File: src/hw/supervisor_pkg.sv
// package: constants, field layout and types of the window watchdog supervisor
package supervisor_pkg;

  localparam int CNT_W = 19;

  localparam logic [6:0] CFG_ONE_ADDR = 7'h36;
  localparam logic [6:0] CFG_TWO_ADDR = 7'h37;
  localparam logic [6:0] STATUS_ADDR  = 7'h38;
  localparam logic [6:0] TRIG_ADDR    = 7'h39;

  localparam logic [7:0] CFG_ONE_RST     = 8'h22;
  localparam logic [7:0] CFG_TWO_RST     = 8'h47;
  localparam logic [7:0] STATUS_RST      = 8'h80;
  localparam logic [7:0] TRIG_PATTERN    = 8'h55;
  localparam logic [7:0] STATUS_W1C_MASK = 8'h6E;

  localparam int MODE_LSB      = 5;
  localparam int PRE_LSB       = 3;
  localparam int SLEEP_RUN_BIT = 2;
  localparam int LONG_WIN_BIT  = 1;
  localparam int DISCH_BIT     = 0;
  localparam int PERIOD_LSB    = 4;
  localparam int PULSE_LSB     = 0;

  localparam int OFF_BIT        = 7;
  localparam int CORRUPTED_ACCESS_FLAG_BIT       = 6;
  localparam int ILL_BIT        = 5;
  localparam int FIRST_HALF_BIT = 4;
  localparam int OVF_BIT        = 3;
  localparam int OVF_SLEEP_BIT  = 2;
  localparam int EARLY_BIT      = 1;

  localparam logic [2:0] MODE_OFF     = 3'h1;
  localparam logic [2:0] MODE_TIMEOUT = 3'h2;
  localparam logic [2:0] MODE_WINDOW  = 3'h4;

  localparam int CLK_PERIOD_NS  = 20;
  localparam int TICK_NS        = 100_000;
  localparam int TICK_CYCLES    = TICK_NS / CLK_PERIOD_NS;
  localparam int LONG_WINDOW_MS = 600;
  localparam logic [CNT_W-1:0] TICKS_PER_MS      = CNT_W'(1_000_000 / TICK_NS);
  localparam logic [CNT_W-1:0] LONG_WINDOW_TICKS = CNT_W'(LONG_WINDOW_MS * 1_000_000 / TICK_NS);

  typedef enum logic [2:0] {
    DM_STANDBY  = 3'b000,
    DM_NORMAL   = 3'b001,
    DM_SLEEP    = 3'b010,
    DM_RESET    = 3'b011,
    DM_OVERTEMP = 3'b100
  } dev_mode_t;

  typedef enum logic [2:0] {
    ST_OFF   = 3'b000,
    ST_LONG  = 3'b001,
    ST_RUN   = 3'b010,
    ST_HOLD  = 3'b011,
    ST_PULSE = 3'b100
  } wd_state_t;

  typedef struct packed {
    logic       wr;
    logic [6:0] addr;
    logic [7:0] wdata;
  } reg_req_t;

  typedef struct packed {
    wd_state_t        st;
    logic [CNT_W-1:0] cnt;
    logic [7:0]       cfg1;
    logic [7:0]       cfg2;
    logic [7:0]       flags;
    logic [7:0]       rdata;
    logic             inhibit_supply_output;
    logic             inh_d;
    logic             disch;
    logic             rst_mode;
    logic             in_sleep;
  } wd_regs_t;

  typedef struct packed {
    logic [15:0] cnt;
    logic        tick;
  } tick_regs_t;

  // redundant codes: a single flipped bit never lands on another valid code
  function automatic logic code_ok(input logic [3:0] c);
    case (c)
      4'h8, 4'h1, 4'h2, 4'hB, 4'h4, 4'hD, 4'hE, 4'h7: code_ok = 1'b1;
      default: code_ok = 1'b0;
    endcase
  endfunction

  function automatic logic mode_ok(input logic [2:0] m);
    mode_ok = (m == MODE_OFF) || (m == MODE_TIMEOUT) || (m == MODE_WINDOW);
  endfunction

  function automatic logic [CNT_W-1:0] period_ticks(input logic [3:0] c, input logic [1:0] pre);
    logic [CNT_W-1:0] ms;
    logic [CNT_W-1:0] half_factor;
    case (c)
      4'h8:    ms = CNT_W'(8);
      4'h1:    ms = CNT_W'(16);
      4'h2:    ms = CNT_W'(32);
      4'hB:    ms = CNT_W'(64);
      4'hD:    ms = CNT_W'(256);
      4'hE:    ms = CNT_W'(1024);
      4'h7:    ms = CNT_W'(4096);
      default: ms = CNT_W'(128);
    endcase
    case (pre)
      2'h1:    half_factor = CNT_W'(3);
      2'h2:    half_factor = CNT_W'(5);
      2'h3:    half_factor = CNT_W'(7);
      default: half_factor = CNT_W'(2);
    endcase
    period_ticks = CNT_W'((ms * TICKS_PER_MS * half_factor) >> 1);
  endfunction

  // shortest pulse of each band, in tenths of a millisecond
  function automatic logic [CNT_W-1:0] pulse_ticks(input logic [3:0] c);
    logic [CNT_W-1:0] tenths;
    case (c)
      4'h8:    tenths = CNT_W'(10);
      4'h1:    tenths = CNT_W'(36);
      4'h2:    tenths = CNT_W'(100);
      4'hB:    tenths = CNT_W'(200);
      4'h4:    tenths = CNT_W'(400);
      4'hD:    tenths = CNT_W'(600);
      4'hE:    tenths = CNT_W'(1000);
      default: tenths = CNT_W'(1500);
    endcase
    pulse_ticks = CNT_W'((tenths * TICKS_PER_MS) / CNT_W'(10));
  endfunction

endpackage

File: src/hw/window_watchdog_supervisor.sv
// window watchdog supervisor: config registers, timer, reset pulse on the inhibit output
`timescale 1ns/1ns
// Function
// - mode field 7:5: 001 off, 010 timeout, 100 window
// - microcontroller reset by dropping the inhibit output
// - config writes accepted in Standby only
// - activation uses latest written configuration
// - accepted config write restarts timer immediately
// - window behaviour only in Normal mode
// - write outside Standby: reset plus illegal flag
// - window trigger restarts only inside window
// - prescale 4:3 gives 1, 1.5, 2.5, 3.5
// - sleep-run set: sleep entry restarts counting
// - sleep-run clear: hold until inhibit rises
// - long-window bit: inhibit rise opens long window
// - discharger active during watchdog reset when enabled
// - period field 7:4 decodes to milliseconds
// - one period serves window and timeout
// - trigger register pattern 01010101 restarts timer
// - low nibble selects reset pulse length
// - overflow or early trigger resets; late restarts
// - invalid code write discarded, corrupted flag set
// - status flags 6:5 and 3:1 cleared by writing one
module window_watchdog_supervisor
  import supervisor_pkg::*;
#(
  parameter int TICK_CYCLES_P = TICK_CYCLES
)(
  input  wire logic       clock_i,                   // 50 MHz system clock
  input  wire logic       rst_b_i,                   // synchronous reset, active low
  input  wire dev_mode_t  dev_mode_i,                // device operating mode
  input  wire logic       inh_request_i,             // mode control wants inhibit on
  input  wire reg_req_t   reg_req_i,                 // register write request
  output logic [7:0]      reg_rdata_o,               // register read data, one cycle late
  output logic            inhibit_supply_output_o,   // inhibit supply switch
  output logic            supply_discharger_enable_o,// io_supply_pin discharge on
  output logic            reset_mode_o               // watchdog reset pulse running
);

  if (TICK_CYCLES_P < 2 || TICK_CYCLES_P > 65536) begin : g_tick_chk
    $error("window_watchdog_supervisor: TICK_CYCLES_P must lie in 2..65536");
  end

  wd_regs_t s_r;
  wd_regs_t s_nxt;

  logic             tick;
  logic             cfg_wr;
  logic             standby;
  logic             code_valid;
  logic             trig_wr;
  logic             status_wr;
  logic             window_eff;
  logic             first_half;
  logic             sleep_entry;
  logic             inh_rise;
  logic             active;
  logic [2:0]       new_mode;
  logic [CNT_W-1:0] limit;
  logic [CNT_W-1:0] pulse_len;

  // private timebase so a stuck system clock divider cannot silence the timer
  supervisor_timebase #(
    .DIV (TICK_CYCLES_P)
  ) u_timebase (
    .clock_i (clock_i),
    .rst_b_i (rst_b_i),
    .tick_o  (tick)
  );

  assign cfg_wr    = reg_req_i.wr &&
                     (reg_req_i.addr == CFG_ONE_ADDR || reg_req_i.addr == CFG_TWO_ADDR);
  assign status_wr = reg_req_i.wr && (reg_req_i.addr == STATUS_ADDR);
  assign trig_wr   = reg_req_i.wr && (reg_req_i.addr == TRIG_ADDR) &&
                     (reg_req_i.wdata == TRIG_PATTERN);
  assign standby   = (dev_mode_i == DM_STANDBY);
  assign new_mode  = reg_req_i.wdata[MODE_LSB +: 3];

  // prescale bits take any value; the redundant fields must all be valid
  assign code_valid = (reg_req_i.addr == CFG_ONE_ADDR) ? mode_ok(new_mode) :
                      (code_ok(reg_req_i.wdata[PERIOD_LSB +: 4]) &&
                       code_ok(reg_req_i.wdata[PULSE_LSB +: 4]));

  assign limit     = period_ticks(s_r.cfg2[PERIOD_LSB +: 4], s_r.cfg1[PRE_LSB +: 2]);
  assign pulse_len = pulse_ticks(s_r.cfg2[PULSE_LSB +: 4]);

  assign window_eff  = (s_r.cfg1[MODE_LSB +: 3] == MODE_WINDOW) && (dev_mode_i == DM_NORMAL);
  assign first_half  = window_eff && (s_r.st == ST_RUN) && (s_r.cnt < (limit >> 1));
  assign sleep_entry = (dev_mode_i == DM_SLEEP) && !s_r.in_sleep;
  assign inh_rise    = s_r.inhibit_supply_output && !s_r.inh_d;
  assign active      = (s_r.st == ST_LONG) || (s_r.st == ST_RUN);

  always_comb
  begin
    s_nxt          = s_r;
    s_nxt.in_sleep = (dev_mode_i == DM_SLEEP);
    s_nxt.inh_d    = s_r.inhibit_supply_output;

    // clear first so that a same-cycle hardware set below still wins
    if (status_wr)
      s_nxt.flags = s_r.flags & ~(reg_req_i.wdata & STATUS_W1C_MASK);

    case (s_r.st)
      ST_OFF:
      begin
        s_nxt.cnt = '0;
      end
      ST_LONG:
      begin
        if (trig_wr)
        begin
          s_nxt.st  = ST_RUN;
          s_nxt.cnt = '0;
        end
        else if (tick && s_r.cnt == LONG_WINDOW_TICKS - CNT_W'(1))
        begin
          s_nxt.flags[OVF_BIT] = 1'b1;
          s_nxt.st             = ST_PULSE;
          s_nxt.cnt            = '0;
        end
        else if (tick)
          s_nxt.cnt = s_r.cnt + CNT_W'(1);
      end
      ST_RUN:
      begin
        if (trig_wr && first_half)
        begin
          s_nxt.flags[EARLY_BIT] = 1'b1;
          s_nxt.st               = ST_PULSE;
          s_nxt.cnt              = '0;
        end
        else if (trig_wr)
          s_nxt.cnt = '0;
        else if (tick && s_r.cnt >= limit - CNT_W'(1))
        begin
          // in sleep this doubles as the cyclic wake-up
          if (dev_mode_i == DM_SLEEP)
            s_nxt.flags[OVF_SLEEP_BIT] = 1'b1;
          else
            s_nxt.flags[OVF_BIT] = 1'b1;
          s_nxt.st  = ST_PULSE;
          s_nxt.cnt = '0;
        end
        else if (tick)
          s_nxt.cnt = s_r.cnt + CNT_W'(1);
      end
      ST_HOLD:
      begin
        s_nxt.cnt = '0;
        if (inh_rise)
          s_nxt.st = s_r.cfg1[LONG_WIN_BIT] ? ST_LONG : ST_RUN;
      end
      ST_PULSE:
      begin
        if (tick && s_r.cnt >= pulse_len - CNT_W'(1))
        begin
          s_nxt.cnt = '0;
          s_nxt.st  = (s_r.cfg1[MODE_LSB +: 3] == MODE_OFF) ? ST_OFF : ST_RUN;
        end
        else if (tick)
          s_nxt.cnt = s_r.cnt + CNT_W'(1);
      end
      default:
      begin
        s_nxt.st  = ST_OFF;
        s_nxt.cnt = '0;
      end
    endcase

    // sleep entry and inhibit rise only reshape an active timer
    if (active && sleep_entry)
    begin
      s_nxt.cnt = '0;
      if (s_r.cfg1[SLEEP_RUN_BIT])
        s_nxt.st = ST_RUN;
      else
        s_nxt.st = ST_HOLD;
    end
    else if (active && dev_mode_i == DM_OVERTEMP)
    begin
      s_nxt.cnt = '0;
      s_nxt.st  = ST_HOLD;
    end
    else if (active && inh_rise && s_r.cfg1[LONG_WIN_BIT])
    begin
      s_nxt.cnt = '0;
      s_nxt.st  = ST_LONG;
    end

    // configuration writes take priority over the timer
    if (cfg_wr)
    begin
      if (!standby)
      begin
        s_nxt.flags[ILL_BIT] = 1'b1;
        s_nxt.st             = ST_PULSE;
        s_nxt.cnt            = '0;
      end
      else if (!code_valid)
        s_nxt.flags[CORRUPTED_ACCESS_FLAG_BIT] = 1'b1;
      else
      begin
        if (reg_req_i.addr == CFG_ONE_ADDR)
          s_nxt.cfg1 = reg_req_i.wdata;
        else
          s_nxt.cfg2 = reg_req_i.wdata;
        s_nxt.cnt = '0;
        if (reg_req_i.addr == CFG_ONE_ADDR && new_mode == MODE_OFF)
          s_nxt.st = ST_OFF;
        else if (s_r.st == ST_OFF && reg_req_i.addr == CFG_ONE_ADDR)
        begin
          // leftover error flags at enable give an immediate reset
          if (s_nxt.flags[CORRUPTED_ACCESS_FLAG_BIT] || s_nxt.flags[ILL_BIT])
            s_nxt.st = ST_PULSE;
          else
            s_nxt.st = ST_LONG;
        end
      end
    end

    s_nxt.flags[OFF_BIT]        = (s_nxt.st == ST_OFF);
    s_nxt.flags[FIRST_HALF_BIT] = first_half;
    s_nxt.flags[0]              = 1'b0;

    s_nxt.inhibit_supply_output      = inh_request_i && (s_nxt.st != ST_PULSE);
    s_nxt.disch    = (s_nxt.st == ST_PULSE) && s_nxt.cfg1[DISCH_BIT];
    s_nxt.rst_mode = (s_nxt.st == ST_PULSE);

    case (reg_req_i.addr)
      CFG_ONE_ADDR: s_nxt.rdata = s_r.cfg1;
      CFG_TWO_ADDR: s_nxt.rdata = s_r.cfg2;
      STATUS_ADDR:  s_nxt.rdata = s_r.flags;
      default:      s_nxt.rdata = 8'h00;
    endcase
  end

  always_ff @(posedge clock_i)
  begin
    if (!rst_b_i)
    begin
      s_r          <= '0;
      s_r.st       <= ST_OFF;
      s_r.cfg1     <= CFG_ONE_RST;
      s_r.cfg2     <= CFG_TWO_RST;
      s_r.flags    <= STATUS_RST;
    end
    else
      s_r <= s_nxt;
  end

  assign reg_rdata_o                = s_r.rdata;
  assign inhibit_supply_output_o    = s_r.inhibit_supply_output;
  assign supply_discharger_enable_o = s_r.disch;
  assign reset_mode_o               = s_r.rst_mode;
endmodule

File: src/hw/supervisor_timebase.sv
// timebase: one-cycle tick every DIV clocks, standing in for the private oscillator
`timescale 1ns/1ns
module supervisor_timebase
  import supervisor_pkg::*;
#(
  parameter int DIV = TICK_CYCLES
)(
  input  wire logic clock_i,  // system clock
  input  wire logic rst_b_i,  // synchronous reset, active low
  output logic      tick_o    // one-cycle tick
);

  if (DIV < 2 || DIV > 65536) begin : g_div_chk
    $error("supervisor_timebase: DIV must lie in 2..65536");
  end

  tick_regs_t s_r;
  tick_regs_t s_nxt;

  always_comb
  begin
    s_nxt = s_r;
    if (s_r.cnt == 16'(DIV - 1))
    begin
      s_nxt.cnt  = 16'h0000;
      s_nxt.tick = 1'b1;
    end
    else
    begin
      s_nxt.cnt  = s_r.cnt + 16'h0001;
      s_nxt.tick = 1'b0;
    end
  end

  always_ff @(posedge clock_i)
  begin
    if (!rst_b_i)
      s_r <= '0;
    else
      s_r <= s_nxt;
  end

  assign tick_o = s_r.tick;

endmodule

File: config.mk
export PLATFORM = sky130hd
export DESIGN_NAME = window_watchdog_supervisor
export DESIGN_NICKNAME = d
export VERILOG_FILES = /design/src/hw/supervisor_pkg.sv /design/src/hw/window_watchdog_supervisor.sv /design/src/hw/supervisor_timebase.sv
export SDC_FILE = /design/constraint.sdc
export NUM_CORES = 1
export LEC_CHECK = 0
export BUFFER_PORTS_ARGS = -buffer_cell sky130_fd_sc_hd__buf_2
export CAP_MARGIN = 20
export CORE_MARGIN = 1
export CORE_UTILIZATION = 61
export CTS_BUF_LIST = sky130_fd_sc_hd__clkbuf_8
export DETAILED_ROUTE_END_ITERATION = 8
export HOLD_SLACK_MARGIN = 0.08
export PLACE_DENSITY = 0.75
export SLEW_MARGIN = 20
export SYNTH_ARGS = -nofsm -noshare
export SYNTH_HDL_FRONTEND = slang
export SYNTH_SLANG_ARGS = --single-unit
File: constraint.sdc
create_clock -name clock_i -period 15.85 [get_ports clock_i]
set_clock_uncertainty 0.15 [all_clocks]
set_input_delay 2.3775 -clock clock_i [delete_from_list [all_inputs] [get_ports clock_i]]
set_output_delay 2.3775 -clock clock_i [all_outputs]
set_load 0.02 [all_outputs]
==> results.cfg <==
[run_status]
status = completed

[floorplanning]
io_pins = 33
die_h_um = 131.1
die_w_um = 131.1
die_area_mm2 = 0.01719
num_rows = 46
coreArea_mm2 = 0.01606
start_util = 0.6334

[timing]
tightest_slew_ns = 1.055
relSlewSlack = 0.2914
rsz0062_at_grt = false
slew_viol_final = 0
hold_ws_ns = 0.3109
min_period_ns = 14.52
finalHoldViolations = 0
final-setup-viol-count = 0
fmax_ghz = 0.06885
fin_crit_sh = 0.9164
setup_tns_ns = 0

[placement]
hpwl_mm = 20.46
place_area_mm2 = 0.01040
dp_cells = 1526
portBuffers = 32
place.gp.congestion = 0.9713

[global_routing]
grt-ovfl-total = 0
antenna_found_initial = 0
track_usage = 0.3052
grt_max_degree = 24
grt_pass1_vias = 9224
grt_pass1_wl_mm = 44.15

[route]
drc = 0
drt_iter0_drc = 849
wire_per_inst_um = 16.91
routed_wl_mm = 26.07
drtPass1Iterations = 6
num_vias = 9788
antenna_left = 0
via_per_inst = 6.348

[clocking]
cts-root-buf = clkbuf_8
cts.repair.resized = 0
cts.clk_slew.worst_paths_ns = 0.09
cts_buffers = 9
cts_sinks = 75
cts.path.max_buffers = 2
insertion_delay_ns = 0.36
htreeDepth = 3
cts_setup_buffers = 0
ctsHoldBuffers = 0
cts_tree = done

[critical_path]
crit_required_ns = 15.99
cp.arrival_ns = 14.67
start_kind = register
critPathKind = reg2reg
path_delay_family = compound AO/OA/AOI/OAI gates
cp_slowest_cell = dfxtp_1
cp_max_fo = 19
cpPeakStageDelay_ns = 0.57
path_buf_inv = 3
cp-end-kind = register

[power]
peakVddDrop_mv = 0.04958
leakagePower_uw = 0.004389
pwr_density_cell_mw_per_mm2 = 34.20

[finish]
areaGrowthSynthToFinish_pct = 4.490
finalNetCount = 1453
post-route-util = 0.6618
drive_gt1_frac = 0.1033
fin_cells = 1542
final_area_mm2 = 0.01063
num-fill-cells = 1449
antennaDiodeCount = 0

[synth]
synth.top_cells.by_count = nor2_1 (131), nand2_1 (125), ha_1 (96)
synth_nets = 1456
synth_cells = 1324
synth.most_common_cell = nor2_1
yosys_warnings = 0
async_flop_share = 0
synth_ff_type = dfxtp_1
synth_edf_count = 0
synth.area.top_cells = dfxtp_1 (15%), ha_1 (12%), xnor2_1 (5.3%)
syn_area_mm2 = 0.01017
synth-seq-cells = 75
synth_top_area_cell = dfxtp_1
syn_area_per_cell_um2 = 7.682
ys_seq_area_frac = 0.1476
synth_top_area_share = 0.1476
synthDistinctLibCells = 113

[run]
drv_cap = 0

[hold_path]
hold_path.class = reg2reg
[cell type report]
| class | count | area [um^2] | area share |
|---|---|---|---|
| Multi-Input combinational cell | 1124 | 8165 | 0.7683 |
| Sequential cell | 75 | 1503 | 0.1414 |
| Tap cell | 216 | 270.3 | 0.02543 |
| Inverter | 70 | 262.8 | 0.02472 |
| Timing Repair Buffer | 41 | 227.7 | 0.02143 |
| Clock buffer | 9 | 123.9 | 0.01166 |
| Clock inverter | 7 | 75.07 | 0.007064 |
[kinds of logic (layout without fill, tap and decap cells)]
group,Yosys count,count (layout),share of synthesized area
XOR/XNOR,114,114,0.1037
buffers and inverters,125,127,0.05216
other,1,1,0.0003687
multiplexers,27,27,0.02719
AND/OR/NAND/NOR,538,538,0.2727
flip-flops,75,75,0.1476
AO/OA/AOI/OAI,331,331,0.2475
adder cells (fa/ha/maj),113,113,0.1487
[metrics by stage]
step | worst slack, ns | total power (uW)
3_3_place_gp | 1.012 | 216.1
6_report | 1.325 | 363.5
2_1_floorplan | 3.310 | 208.4
5_1_grt | 0.09976 | 376.4
4_1_cts | 0.5976 | 366.2
3_5_place_dp | 0.6627 | 216.3
[power breakdown]
part / total [uW] / switching, uW / leakage (uW) / internal (uW)
registers: 190 / 0.939 / 0.000605 / 189
clock network: 151 / 77.6 / 0.0000976 / 73.5
logic: 22.1 / 13.9 / 0.00369 / 8.27
[cells in the final DEF, fill, tap and decap left out, drive strengths merged, types with 7 or more instances in the layout]
| master | n |
|---|---|
| nor2 | 134 |
| nand2 | 130 |
| ha | 96 |
| a21oi | 79 |
| dfxtp | 75 |
| inv | 73 |
| xnor2 | 65 |
| o21ai | 55 |
| nand3 | 54 |
| xor2 | 48 |
| nor3 | 41 |
| buf | 41 |
| nand4 | 29 |
| and3 | 24 |
| and2 | 23 |
| mux2i | 22 |
| nand2b | 20 |
| a211oi | 17 |
| nor2b | 16 |
| nor4 | 15 |
| fa | 14 |
| a21o | 14 |
| o211ai | 12 |
| a31oi | 12 |
| o22ai | 12 |
| a22oi | 11 |
| or3 | 10 |
| nor4b | 10 |
| o21bai | 9 |
| clkbuf | 9 |
| o21a | 9 |
| o31ai | 9 |
| a311oi | 8 |
| a211o | 7 |
| nor3b | 7 |
| a21boi | 7 |
[path summary, 6_finish.rpt]
| kind | startpoint | slack, ns | cells past startpoint | endpoint |
|---|---|---|---|---|
| worst min-delay path | s_r[15] | 0.31 | 2 | s_r[15] |
| worst max-delay path | s_r[23] | 1.33 | 59 | s_r[44] |
| worst max register to register | s_r[23] | 1.33 | 59 | s_r[44] |
| worst min register to register | s_r[15] | 0.31 | 2 | s_r[15] |
[metal layers]
metal,vias to the layer above,global-route usage,part of all wire
li1,4841,-,-
met3,69,0.03588,0.054
met5,-,0,0
met2,358,0.5228,0.47
met1,4520,0.3878,0.44
met4,0,0.1235,0.034
[state kept, by name, summed over array words and instances (netlist names)]
register	flops
supply_discharger_enable_o	1
reg_rdata_o	8
u_timebase.s_r	16
inhibit_supply_output_o	1
s_r	47
reset_mode_o	1
u_timebase.tick_o	1
[tightest hold or removal path: stages, from the launching register on]
cell     delay [ns]
dfxtp_1        0.32
nand2_1        0.05
a21oi_1        0.05
Note: power is estimated with default switching activity, not from simulation.
